**config.mk**
```make
export PLATFORM = sky130hd
export DESIGN_NAME = tcd_dma_control
export DESIGN_NICKNAME = d
export VERILOG_FILES = /design/src/hdl/tcd_dma_control.v
export VERILOG_INCLUDE_DIRS = /design/src /design/src/hdl
export SDC_FILE = /design/constraint.sdc
export NUM_CORES = 1
export LEC_CHECK = 0
export ABC_AREA = 0
export BUFFER_PORTS_ARGS = -buffer_cell sky130_fd_sc_hd__buf_4
export CORE_MARGIN = 8
export CORE_UTILIZATION = 42
export DETAILED_ROUTE_END_ITERATION = 12
export PLACE_DENSITY = 0.65
export SLEW_MARGIN = 20
export SYNTH_ARGS = -nofsm -noshare
export SYNTH_HDL_FRONTEND = slang
export SYNTH_SLANG_ARGS = --single-unit
```
**constraint.sdc**
```tcl
create_clock -name clk -period 12.6 [get_ports clk]
set_input_delay 2.52 -clock clk [delete_from_list [all_inputs] [get_ports clk]]
set_output_delay 2.52 -clock clk [all_outputs]
set_load 0.02 [all_outputs]
```
**src/hdl/tcd_defines.vh**
```
`ifndef TCD_DEFINES_VH
`define TCD_DEFINES_VH
// ****************************************************
// Register indices (byte address is four times these)
// ****************************************************
`define TCD_IDX_OPER 32'h0fffffb0
`define TCD_IDX_RSEL0 32'hfffffe71
`define TCD_IDX_RSEL1 32'hfffffe72
`define TCD_IDX_CHC0 32'h00000040
`define TCD_IDX_CHC1 32'h00000041
`define TCD_IDX_CNT0 32'h00000042
`define TCD_IDX_CNT1 32'h00000043
`define TCD_IDX_SRC0 32'h00000044
`define TCD_IDX_SRC1 32'h00000045
`define TCD_IDX_DST0 32'h00000046
`define TCD_IDX_DST1 32'h00000047
// ****************************************************
// Channel control fields
// ****************************************************
`define TCD_CC_DM 14
`define TCD_CC_SM 12
`define TCD_CC_TS 10
`define TCD_CC_AR 9
`define TCD_CC_AM 8
`define TCD_CC_AL 7
`define TCD_CC_DS 6
`define TCD_CC_DL 5
`define TCD_CC_TB 4
`define TCD_CC_TA 3
`define TCD_CC_IE 2
`define TCD_CC_TE 1
`define TCD_CC_DE 0
// ****************************************************
// Operation register fields and reset values
// ****************************************************
`define TCD_OP_PR 3
`define TCD_OP_AE 2
`define TCD_OP_NMI 1
`define TCD_OP_DME 0
`define TCD_CC_RESET 16'h0000
`define TCD_OP_RESET 4'h0
`define TCD_RS_RESET 2'h0
`endif

```
**src/hdl/tcd_dma_control.v**
```verilog
// Local design decision: the AHB-Lite slave port.
`include "tcd_defines.vh"

module tcd_dma_control (
    clk,
    resetn,
    hsel,
    haddr,
    htrans,
    hwrite,
    hsize,
    hwdata,
    hready,
    hreadyout,
    hresp,
    hrdata,
    external_request_pin,
    serial_receive_request,
    serial_transmit_request,
    nmi_event,
    request_ack_pin,
    end_irq,
    bus_hold,
    bus_addr,
    bus_read,
    bus_write,
    bus_size
);
    input wire clk;
    input wire resetn;
    input wire hsel;
    input wire [31:0] haddr;
    input wire [1:0] htrans;
    input wire hwrite;
    input wire [2:0] hsize;
    input wire [31:0] hwdata;
    input wire hready;
    output wire hreadyout;
    output wire hresp;
    output reg [31:0] hrdata;
    input wire [1:0] external_request_pin; // Async pins
    input wire [1:0] serial_receive_request; // Per channel
    input wire [1:0] serial_transmit_request;
    input wire nmi_event; // One-cycle pulse
    output wire [1:0] request_ack_pin;
    output wire [1:0] end_irq;
    output wire bus_hold; // Controller owns the bus
    output wire [31:0] bus_addr;
    output wire bus_read;
    output wire bus_write;
    output wire [1:0] bus_size;

    // ************************************************
    // Engine states, one-hot
    // ************************************************
    localparam [2:0] ST_IDLE = 3'h1;
    localparam [2:0] ST_RD = 3'h2;
    localparam [2:0] ST_WR = 3'h4;
    // Select indices exceed the word index; only low 30 bits decode
    localparam [31:0] IX_RS0 = `TCD_IDX_RSEL0;
    localparam [31:0] IX_RS1 = `TCD_IDX_RSEL1;

    // ************************************************
    // Bus slave
    // ************************************************
    reg wr_pend_reg; // Write data phase pending
    reg [29:0] wr_idx_reg; // Word index of that write
    wire acc_go; // Valid address phase
    wire [29:0] a_idx; // Address phase word index
    reg [31:0] rd_mux; // Read value at address phase
    reg [3:0] op_reg; // Operation register bits 3:0
    reg nmi_armed_reg; // Flag read as one
    reg ae_armed_reg;
    wire [31:0] cc_all; // Both channel controls
    wire [3:0] rs_all;
    wire [47:0] cnt_all;
    wire [63:0] src_all;
    wire [63:0] dst_all;
    wire [1:0] can_go; // Channel may start
    wire [1:0] req_on; // Channel request present
    wire [1:0] te_set; // Normal end this cycle
    reg [2:0] st_reg;
    reg act_reg; // Active channel
    reg last_reg; // Last channel served
    reg [1:0] sub_reg; // Longword within 16-byte unit
    reg pick; // Arbitration winner
    wire ae_hit; // Misaligned start
    wire nmi_clr;
    wire ae_clr;

    assign hreadyout = 1'b1; // Zero wait states
    assign hresp = 1'b0; // Always OKAY
    assign acc_go = hsel & htrans[1] & hready;
    assign a_idx = haddr[31:2];

    // Read mux; unmapped words read as zero
    always @* begin
        rd_mux = 32'h0;
        case (a_idx)
            `TCD_IDX_OPER: rd_mux = {28'h0, op_reg};
            IX_RS0[29:0]: rd_mux = {30'h0, rs_all[1:0]};
            IX_RS1[29:0]: rd_mux = {30'h0, rs_all[3:2]};
            `TCD_IDX_CHC0: rd_mux = {16'h0, cc_all[15:0]};
            `TCD_IDX_CHC1: rd_mux = {16'h0, cc_all[31:16]};
            `TCD_IDX_CNT0: rd_mux = {8'h0, cnt_all[23:0]};
            `TCD_IDX_CNT1: rd_mux = {8'h0, cnt_all[47:24]};
            `TCD_IDX_SRC0: rd_mux = src_all[31:0];
            `TCD_IDX_SRC1: rd_mux = src_all[63:32];
            `TCD_IDX_DST0: rd_mux = dst_all[31:0];
            `TCD_IDX_DST1: rd_mux = dst_all[63:32];
            default: rd_mux = 32'h0;
        endcase
    end

    // Capture address phase; read data ready in data phase
    always @(posedge clk or negedge resetn) begin
        if (!resetn) begin
            wr_pend_reg <= 1'b0;
            wr_idx_reg <= 30'h0;
            hrdata <= 32'h0;
        end else begin
            wr_pend_reg <= acc_go & hwrite;
            if (acc_go) begin
                wr_idx_reg <= a_idx;
                if (!hwrite) begin
                    hrdata <= rd_mux;
                end
            end
        end
    end

    // ************************************************
    // Operation register
    // ************************************************
    wire op_wr;
    wire op_rd;
    assign op_wr = wr_pend_reg && (wr_idx_reg == `TCD_IDX_OPER);
    assign op_rd = acc_go && !hwrite && (a_idx == `TCD_IDX_OPER);
    // Only a zero after a read of one clears a flag
    assign nmi_clr = op_wr & nmi_armed_reg & ~hwdata[`TCD_OP_NMI];
    assign ae_clr = op_wr & ae_armed_reg & ~hwdata[`TCD_OP_AE];

    // Flags: hardware set wins over software clear
    always @(posedge clk or negedge resetn) begin
        if (!resetn) begin
            op_reg <= `TCD_OP_RESET;
            nmi_armed_reg <= 1'b0;
            ae_armed_reg <= 1'b0;
        end else begin
            if (op_wr) begin
                op_reg[`TCD_OP_PR] <= hwdata[`TCD_OP_PR];
                op_reg[`TCD_OP_DME] <= hwdata[`TCD_OP_DME];
                nmi_armed_reg <= 1'b0;
                ae_armed_reg <= 1'b0;
            end else if (op_rd) begin
                nmi_armed_reg <= op_reg[`TCD_OP_NMI];
                ae_armed_reg <= op_reg[`TCD_OP_AE];
            end
            // Writing one never sets a flag
            if (nmi_event) begin
                op_reg[`TCD_OP_NMI] <= 1'b1;
            end else if (nmi_clr) begin
                op_reg[`TCD_OP_NMI] <= 1'b0;
            end
            if (ae_hit) begin
                op_reg[`TCD_OP_AE] <= 1'b1;
            end else if (ae_clr) begin
                op_reg[`TCD_OP_AE] <= 1'b0;
            end
        end
    end

    // ************************************************
    // Per-channel registers and request detection
    // ************************************************
    wire unit_end; // Last cycle of a transfer unit
    wire sub_end; // Last cycle of each bus unit or longword
    wire halt;
    assign halt = ~op_reg[`TCD_OP_DME] | op_reg[`TCD_OP_NMI]
        | op_reg[`TCD_OP_AE];

    genvar g;
    generate
        for (g = 0; g < 2; g = g + 1) begin : gen_ch
            reg [15:0] cc_reg;
            reg [1:0] rs_reg;
            reg [23:0] cnt_reg;
            reg [31:0] src_reg;
            reg [31:0] dst_reg;
            reg te_armed_reg;
            reg [2:0] sync_reg; // Pin synchroniser
            reg pin_reg; // Filtered pin level
            reg edge_reg; // Latched edge request
            reg pin_req;
            wire mine;
            wire go_now;
            wire cc_wr;
            wire cc_rd;
            wire [31:0] step;
            wire sel_src;
            wire sel_dst;

            assign mine = (act_reg == g);
            assign cc_wr = wr_pend_reg && (wr_idx_reg == `TCD_IDX_CHC0 + g);
            assign cc_rd = acc_go && !hwrite
                && (a_idx == `TCD_IDX_CHC0 + g);
            assign go_now = mine & (st_reg == ST_IDLE) & (|can_go)
                & (pick == g);
            // Step is the bus unit: 1, 2 or 4 bytes
            assign step = cc_reg[`TCD_CC_TS+1] ? 32'h4 :
                (cc_reg[`TCD_CC_TS] ? 32'h2 : 32'h1);
            // Single address: only the memory side moves
            assign sel_src = ~cc_reg[`TCD_CC_TA] | ~cc_reg[`TCD_CC_AM];
            assign sel_dst = ~cc_reg[`TCD_CC_TA] | cc_reg[`TCD_CC_AM];

            // Pin needs two agreeing late stages to count
            always @(posedge clk or negedge resetn) begin
                if (!resetn) begin
                    sync_reg <= 3'h0;
                    pin_reg <= 1'b0;
                end else begin
                    sync_reg <= {sync_reg[1:0], external_request_pin[g]};
                    if (sync_reg[1] == sync_reg[2]) begin
                        pin_reg <= sync_reg[2];
                    end
                end
            end

            // Source mux; reserved code gives no request
            always @* begin
                pin_req = 1'b0;
                case (rs_reg)
                    2'h0: begin
                        if (cc_reg[`TCD_CC_DS]) begin
                            pin_req = edge_reg;
                        end else begin
                            pin_req = ~(pin_reg ^ cc_reg[`TCD_CC_DL]);
                        end
                    end
                    2'h1: pin_req = serial_receive_request[g];
                    2'h2: pin_req = serial_transmit_request[g];
                    default: pin_req = 1'b0;
                endcase
            end
            // Auto request needs no source
            assign req_on[g] = cc_reg[`TCD_CC_AR] | pin_req;
            assign can_go[g] = req_on[g] & cc_reg[`TCD_CC_DE]
                & ~cc_reg[`TCD_CC_TE] & ~halt
                & (cnt_reg != 24'h0);
            assign te_set[g] = mine & unit_end & (cnt_reg == 24'h1);
            assign end_irq[g] = cc_reg[`TCD_CC_TE]
                & cc_reg[`TCD_CC_IE];
            // Acknowledge in the chosen cycle, chosen polarity
            assign request_ack_pin[g] = cc_reg[`TCD_CC_AL] ~^ (mine
                & (cc_reg[`TCD_CC_TA] | (cc_reg[`TCD_CC_AM] ?
                st_reg == ST_WR : st_reg == ST_RD))
                & (st_reg != ST_IDLE));

            // Edge latch, consumed when a unit starts or ends
            always @(posedge clk or negedge resetn) begin
                if (!resetn) begin
                    edge_reg <= 1'b0;
                end else if (!cc_reg[`TCD_CC_DS]) begin
                    // Level mode: no stale edge survives a mode change
                    edge_reg <= 1'b0;
                end else if ((sync_reg[1] == sync_reg[2])
                    && (sync_reg[2] != pin_reg)
                    && (sync_reg[2] == cc_reg[`TCD_CC_DL])) begin
                    edge_reg <= 1'b1;
                end else if (go_now || (mine && unit_end)) begin
                    edge_reg <= 1'b0;
                end
            end

            // Control, count and address registers
            always @(posedge clk or negedge resetn) begin
                if (!resetn) begin
                    cc_reg <= `TCD_CC_RESET;
                    rs_reg <= `TCD_RS_RESET;
                    cnt_reg <= 24'h0;
                    src_reg <= 32'h0;
                    dst_reg <= 32'h0;
                    te_armed_reg <= 1'b0;
                end else begin
                    if (cc_wr) begin
                        cc_reg <= {hwdata[15:2], cc_reg[1], hwdata[0]};
                        te_armed_reg <= 1'b0;
                    end else if (cc_rd) begin
                        te_armed_reg <= cc_reg[`TCD_CC_TE];
                    end
                    // Set wins; clear needs prior read of one
                    if (te_set[g]) begin
                        cc_reg[`TCD_CC_TE] <= 1'b1;
                    end else if (cc_wr && te_armed_reg
                        && !hwdata[`TCD_CC_TE]) begin
                        cc_reg[`TCD_CC_TE] <= 1'b0;
                    end
                    if (wr_pend_reg
                        && wr_idx_reg == IX_RS0[29:0] + g) begin
                        rs_reg <= hwdata[1:0];
                    end
                    // Software write wins over engine update
                    if (wr_pend_reg
                        && wr_idx_reg == `TCD_IDX_CNT0 + g) begin
                        cnt_reg <= hwdata[23:0];
                    end else if (mine && unit_end) begin
                        cnt_reg <= cnt_reg - 24'h1;
                    end
                    if (wr_pend_reg
                        && wr_idx_reg == `TCD_IDX_SRC0 + g) begin
                        src_reg <= hwdata;
                    end else if (mine && sub_end && sel_src) begin
                        if (cc_reg[`TCD_CC_SM+1:`TCD_CC_SM] == 2'h1) begin
                            src_reg <= src_reg + step;
                        end else if (cc_reg[`TCD_CC_SM+1:`TCD_CC_SM]
                            == 2'h2) begin
                            src_reg <= src_reg - step;
                        end
                    end
                    if (wr_pend_reg
                        && wr_idx_reg == `TCD_IDX_DST0 + g) begin
                        dst_reg <= hwdata;
                    end else if (mine && sub_end && sel_dst) begin
                        if (cc_reg[`TCD_CC_DM+1:`TCD_CC_DM] == 2'h1) begin
                            dst_reg <= dst_reg + step;
                        end else if (cc_reg[`TCD_CC_DM+1:`TCD_CC_DM]
                            == 2'h2) begin
                            dst_reg <= dst_reg - step;
                        end
                    end
                end
            end

            assign cc_all[g*16 +: 16] = cc_reg;
            assign rs_all[g*2 +: 2] = rs_reg;
            assign cnt_all[g*24 +: 24] = cnt_reg;
            assign src_all[g*32 +: 32] = src_reg;
            assign dst_all[g*32 +: 32] = dst_reg;
        end
    endgenerate

    // ************************************************
    // Arbitration and transfer engine
    // ************************************************
    wire [15:0] acc; // Active channel control
    wire [31:0] a_src;
    wire [31:0] a_dst;
    wire [15:0] p_cc; // Winner's control
    wire [31:0] p_src;
    wire [31:0] p_dst;
    wire [1:0] ts_p;
    wire mis;
    wire single;
    wire more;
    assign acc = act_reg ? cc_all[31:16] : cc_all[15:0];
    assign a_src = act_reg ? src_all[63:32] : src_all[31:0];
    assign a_dst = act_reg ? dst_all[63:32] : dst_all[31:0];
    assign p_cc = pick ? cc_all[31:16] : cc_all[15:0];
    assign p_src = pick ? src_all[63:32] : src_all[31:0];
    assign p_dst = pick ? dst_all[63:32] : dst_all[31:0];
    assign ts_p = p_cc[`TCD_CC_TS+1:`TCD_CC_TS];
    assign single = acc[`TCD_CC_TA];

    // Winner among ready channels
    always @* begin
        pick = 1'b0;
        if (can_go == 2'h2) begin
            pick = 1'b1;
        end else if (can_go == 2'h3) begin
            // Fixed: 0 first; rotating: not the last served
            pick = op_reg[`TCD_OP_PR] ? ~last_reg : 1'b0;
        end
    end

    // Misaligned start address is the controller's error
    assign mis = (ts_p == 2'h1) ? (p_src[0] | p_dst[0]) :
        ((ts_p[1]) ? (|p_src[1:0] | |p_dst[1:0]) : 1'b0);
    assign ae_hit = (st_reg == ST_IDLE) & (|can_go) & mis;

    // Longword count within a sixteen-byte unit
    assign sub_end = (st_reg == ST_WR);
    assign unit_end = sub_end & ((acc[`TCD_CC_TS+1:`TCD_CC_TS] != 2'h3)
        | (sub_reg == 2'h3));
    // Burst keeps going while allowed and requested
    assign more = acc[`TCD_CC_TB] & can_go[act_reg]
        & ~te_set[act_reg];

    // Engine: read then write, or one cycle in single mode
    always @(posedge clk or negedge resetn) begin
        if (!resetn) begin
            st_reg <= ST_IDLE;
            act_reg <= 1'b0;
            last_reg <= 1'b0; // Channel 1 ranks first in rotating mode
            sub_reg <= 2'h0;
        end else begin
            case (st_reg)
                ST_IDLE: begin
                    sub_reg <= 2'h0;
                    act_reg <= pick;
                    if ((|can_go) && !mis) begin
                        last_reg <= pick;
                        st_reg <= p_cc[`TCD_CC_TA] ? ST_WR : ST_RD;
                    end
                end
                ST_RD: begin
                    st_reg <= halt ? ST_IDLE : ST_WR;
                end
                ST_WR: begin
                    sub_reg <= sub_reg + 2'h1;
                    if (halt) begin
                        st_reg <= ST_IDLE;
                    end else if (!unit_end || more) begin
                        st_reg <= single ? ST_WR : ST_RD;
                    end else begin
                        // Cycle steal hands the bus back
                        st_reg <= ST_IDLE;
                    end
                end
                default: st_reg <= ST_IDLE;
            endcase
        end
    end

    // Bus cycle presented by the engine
    assign bus_hold = (st_reg != ST_IDLE);
    assign bus_read = (st_reg == ST_RD)
        | ((st_reg == ST_WR) & single & ~acc[`TCD_CC_AM]);
    assign bus_write = (st_reg == ST_WR) & ~bus_read;
    assign bus_addr = bus_read ? a_src : a_dst;
    assign bus_size = acc[`TCD_CC_TS+1] ? 2'h2 : acc[`TCD_CC_TS+1:`TCD_CC_TS];

endmodule // tcd_dma_control

```
Yosys cells after proc, flatten, opt, wreduce, memory -nomap -nowiden. Index checks and enable logic that the tools add are counted.

Register bits after elaboration: 300. Bits of input ports: 81. Logic and storage cells: 322.

Add/sub/neg operators: 11. Magnitude comparators: 1. Equal/unequal tests: 54. Muxes and demuxes: 78. Bitwise logic cells: 76. Reduce and logical (&&, ||, !) cells: 70.

Operator list (count): $mux 32 (19); $eq 30x7->1 const B (16); $pmux 32 s11 (1); $add 32x3->32 (4); $sub 32x3->32 (4); $eq 30x30->1 const B (4); $mux 24 (4); $eq 30x28->1 const B (2); $eq 24x1->1 const B (2); $reduce_bool 24->1 (2); $sub 24x1->24 const B (2); $and 1x1->1 (39); $mux 1 (35); $logic_and 1x1->1 (32); $reduce_bool 2->1 (14); $mux 12 (2); $mux 3 (8); $not 1->1 (19); $eq 2x2->1 const B (9); $eq 2x1->1 const B (7); $or 1x1->1 (14); $reduce_and 2->1 (6); $reduce_bool 3->1 (4); $mux 2 (5); 19 further kinds (36).

Depth between registers and ports, before layout.
Depth in word-level cells: 21. Mapped depth: 18.

Least setup slack after synthesis. Ideal clock, no wire load.

Kind: reg-to-output. From: register act_reg. To: output port bus_addr[11]. Arrival time: 2.558 ns. Data required time: 10.080 ns. Path slack: 7.522 ns. Cell stages (with the launch flop): 8. Path through: dfrtp_1 > buf_1 > nand2_1 > o21ai_0 > a21oi_1 > nor2_1 > buf_1 > mux4_2.

Longest elaborated chain between the ends: 5. Elaborated cells between the ends (all ways): 8. Classes of those cells: mux: 4; bitwise: 4.

RTL lines: start, declared (line tcd_dma_control.v:83) `reg act_reg;`; start signal, assigned (line tcd_dma_control.v:399) `act_reg <= pick;`; $mux 12 (line tcd_dma_control.v:355) `assign acc = act_reg ? cc_all[31:16] : cc_all[15:0];`; $and 1x1->1 or $not 1->1 (tied branches) (line tcd_dma_control.v:427) `` | ((st_reg == ST_WR) & single & ~acc[`TCD_CC_AM]); ``; $and 1x1->1 (line tcd_dma_control.v:427); $or 1x1->1 (line tcd_dma_control.v:426) `assign bus_read = (st_reg == ST_RD)`; $mux 32 * (line tcd_dma_control.v:429) `assign bus_addr = bus_read ? a_src : a_dst;`; end, declared (line tcd_dma_control.v:48) `output wire [31:0] bus_addr;`.

Mark *: on every way between the ends. The rest lies on a longest branch, timed or not.

Worst setup path after layout.
From: register act_reg. To: output port bus_addr[7].

Same word-level chain as after synthesis.

==> summary.md <==
| Metric | Value |
|---|---|
| Net Count, Synth | `2733` |
| Vias in the first global route | `between 15000 and 20000` |
| Detail Placement HPWL | `57.4 mm` |
| Critical Path Start Type | `register` |
| Yosys warns | `0` |
| Iter 0 DRT Violations | `1976` |
| Max-cap violation count | `0` |
| Gp weighted congestion | `0.963` |
| Fraction of registers with async set/reset | `1.00` |
| DR WL/cell | `23.0 um` |
| Hold Violations, Final | `0` |
| Min cycle time layout | `6.07 ns` |
| Yosys reg bits | `300` |
| Worst Path Required | `10.08 ns` |
| First-pass GRT wire length | `117 mm` |
| CTS Buf Count | `37` |
| Root Buffer | `clkbuf_16` |
| CP Max Fanout | `42` |
| Final Net Count | `2822` |
| N_diodes | `0` |
| Clk buf depth | `3` |
| Post-cts resize count | `0` |
| RSZ-0062 raised after global routing | `false` |
| Pin count of the biggest net entering global routing | `123` |
| Latest clock arrival within the worst-skew pair | `between 0.5 and 0.6 ns` |
| Pins over their slew limit | `0` |
| Fin util | `0.484` |
| Critical Path Sink Type | `primary output` |
| DR DRC count | `0` |
| Clock sink count | `300` |
| Fillers | `approximately 4900` |
| Clock-pin slew on the worst setup and hold paths | `about 0.06 ns` |
| Distinct cells, synth | `between 70 and 80` |
| Slew headroom | `0.276` |
| Area of the core | `between 50000 and 60000 um^2` |
| Max Fclk | `165 MHz` |
| Post-Synthesis Cell Area | `roughly 22000 um^2` |
| Cts hold-fix bufs | `0` |
| Final Skew | `0.0172 ns` |
| Final TNS setup | `0 ns` |
| Vias | `20400` |
| Postcts setup bufs | `0` |
| Die Ht | `245 um` |
| Antenna violations before repair | `1` |
| Crit path DAT | `between 3 and 4 ns` |
| Gr usage total | `0.247` |
| Synth Flop Type | `dfrtp_1` |
| Min-delay worst type | `register to register` |
| Routed Antenna Nets | `0` |
| Max H-tree Level | `2` |
| Lkg Pwr | `0.0107 uW` |
| Final WL | `76.2 mm` |
| Final worst-path cycle share | `0.482` |
| Critical path class | `register to primary output` |
| Die area | `59800 um^2` |
| Post-synth EDFFs | `0` |
| Share of post-route cells with drive strength above 1 | `0.141` |
| I/O pin cnt | `156` |
| Chip Width | `245 um` |
| Post-synthesis sequential area ratio | `0.342` |
| Gr ovfl total | `0` |
| IR Drop Worst-Case VDD | `0.111 mV` |
| Port bufs | `around 150` |
| Pwr dens | `104 nW/um^2` |
| Cells after synthesis | `about 2500` |
| CTS tree | `built` |
| Final-report setup violation count | `0` |
| Starting Density | `0.426` |
| Std-Cell Rows | `between 80 and 90` |
| Area added between synthesis and finish | `13.5%` |
| Via-to-Cell Ratio | `6.18` |
| Outcome | `finished clean` |
| Iteration count of the initial detailed-routing pass | `5` |
| Worst slew pin tran | `1.08 ns` |
| Mean Syn Cell Area | `8.74 um^2` |
-- area by class of cell --
class	instances	area, um^2	share of cell area
repair buffers	181	1370	0.0548
inverters	43	161	0.00648
flip-flops and latches	300	7510	0.301
clock inverters	10	108	0.00432
well taps	680	851	0.0341
multi-input cells	2039	13800	0.555
clock buffers	56	1090	0.0437
-- cell families after synthesis --
group | share of synthesized area
simple gates | 0.169
other cells | 0.000342
buf+inv | 0.0301
xor+xnor | 0.0630
mux | 0.0806
flops | 0.342
compound gates | 0.234
fa+ha+maj | 0.0815
-- through the flow --
stage,hold WS [ns],instance area (um^2),power [uW],cells,setup WS [ns]
2_1_floorplan,0.331,22000,1380,2513,7.52
3_3_place_gp,0.346,23700,1520,3243,7.15
3_5_place_dp,0.336,23700,1530,3243,7.12
4_1_cts,0.359,24900,2610,3309,6.53
5_1_grt,0.364,24900,2710,3309,6.28
6_report,0.352,24900,2600,3309,6.53
-- final timing paths --
check / start / endpoint / slack [ns] / cells after the start
max: act_reg / bus_addr[7] / 6.53 / 8
min: gen_ch[0].sync_reg[0] / gen_ch[0].sync_reg[1] / 0.35 / 0
max reg2reg: gen_ch[1].cc_reg[11] / gen_ch[1].src_reg[28] / 7.64 / 17
min reg2reg: gen_ch[0].sync_reg[0] / gen_ch[0].sync_reg[1] / 0.35 / 0
max in group asynchronous: resetn / wr_idx_reg[22] / 8.16 / 3
min in group asynchronous: resetn / gen_ch[1].src_reg[30] / 2.00 / 1
-- worst max-delay path: stages (launching register included) --
cell	delay, ns
dfrtp_2	0.47
buf_4	0.55
nand2_1	0.09
o21ai_0	0.17
a21oi_1	0.16
nor2_4	0.09
buf_4	0.52
mux4_2	0.69
buf_4	0.20
-- layout by cell type (no fill, tap or decap), types with 37 or more instances in the layout --
master and n:
nor2_1 337, ha_1 135, a21o_1 74, a21oi_1 357, xor2_1 68, buf_4 180
nor3_1 40, nand2_1 147, a22oi_1 54, o21ai_0 122, xnor2_1 90, dfrtp_1 298
inv_1 43, nand3_1 49, mux2_2 67, a22o_1 37, clkbuf_16 39
-- layer usage --
| metal | GRT usage | up-vias | routed length [um] |
|---|---|---|---|
| met3 | 0.0477 | 216 | 6330 |
| met5 | 0 | - | 0 |
| li1 | - | 9459 | - |
| met4 | 0.130 | 0 | 4580 |
| met2 | 0.396 | 942 | 34200 |
| met1 | 0.315 | 9829 | 31000 |
-- Yosys cell counts (5+ instances only) --
cell      instances  area, um^2
o21a_1           23         173
nor2_1          341        1280
a21o_1           74         556
buf_1            21        78.8
o31a_1            5        43.8
and2_1            8        50.1
a22o_1           37         324
o21ai_0         122         611
mux4_2           32         721
dfrtp_1         299        7480
or4_1             8        60.1
nor4_1           33         206
ha_1            135        1690
nor3_1           42         210
nand4_1          31         194
o211ai_1          7        52.6
a221oi_1         33         289
nand2_1         151         567
or3_1            15        93.8
nor2b_1          19         119
mux2_2           67         754
or2_2             5        31.3
nand3b_1          8        60.1
nand3_1          51         255
and3_1           12        75.1
nor3b_1           7        52.6
a21oi_1         357        1790
nand2b_1         27         169
xor2_1           68         596
nand4b_1          5        43.8
a22oi_1          54         405
inv_1            43         161
a211oi_1         22         165
xnor2_1          90         788
o31ai_1           9        67.6
clkbuf_1        108         405
o21bai_1         20         150
mux2i_1          28         280
a31oi_1          20         125
-- where the power goes --
part / switching (uW) / internal [uW] / leakage, uW
Clock: 433 / 638 / 0.000591
Sequential: 68.8 / 1010 / 0.00359
Combinational: 254 / 193 / 0.00649
Power figures use the tool's default switching activity.
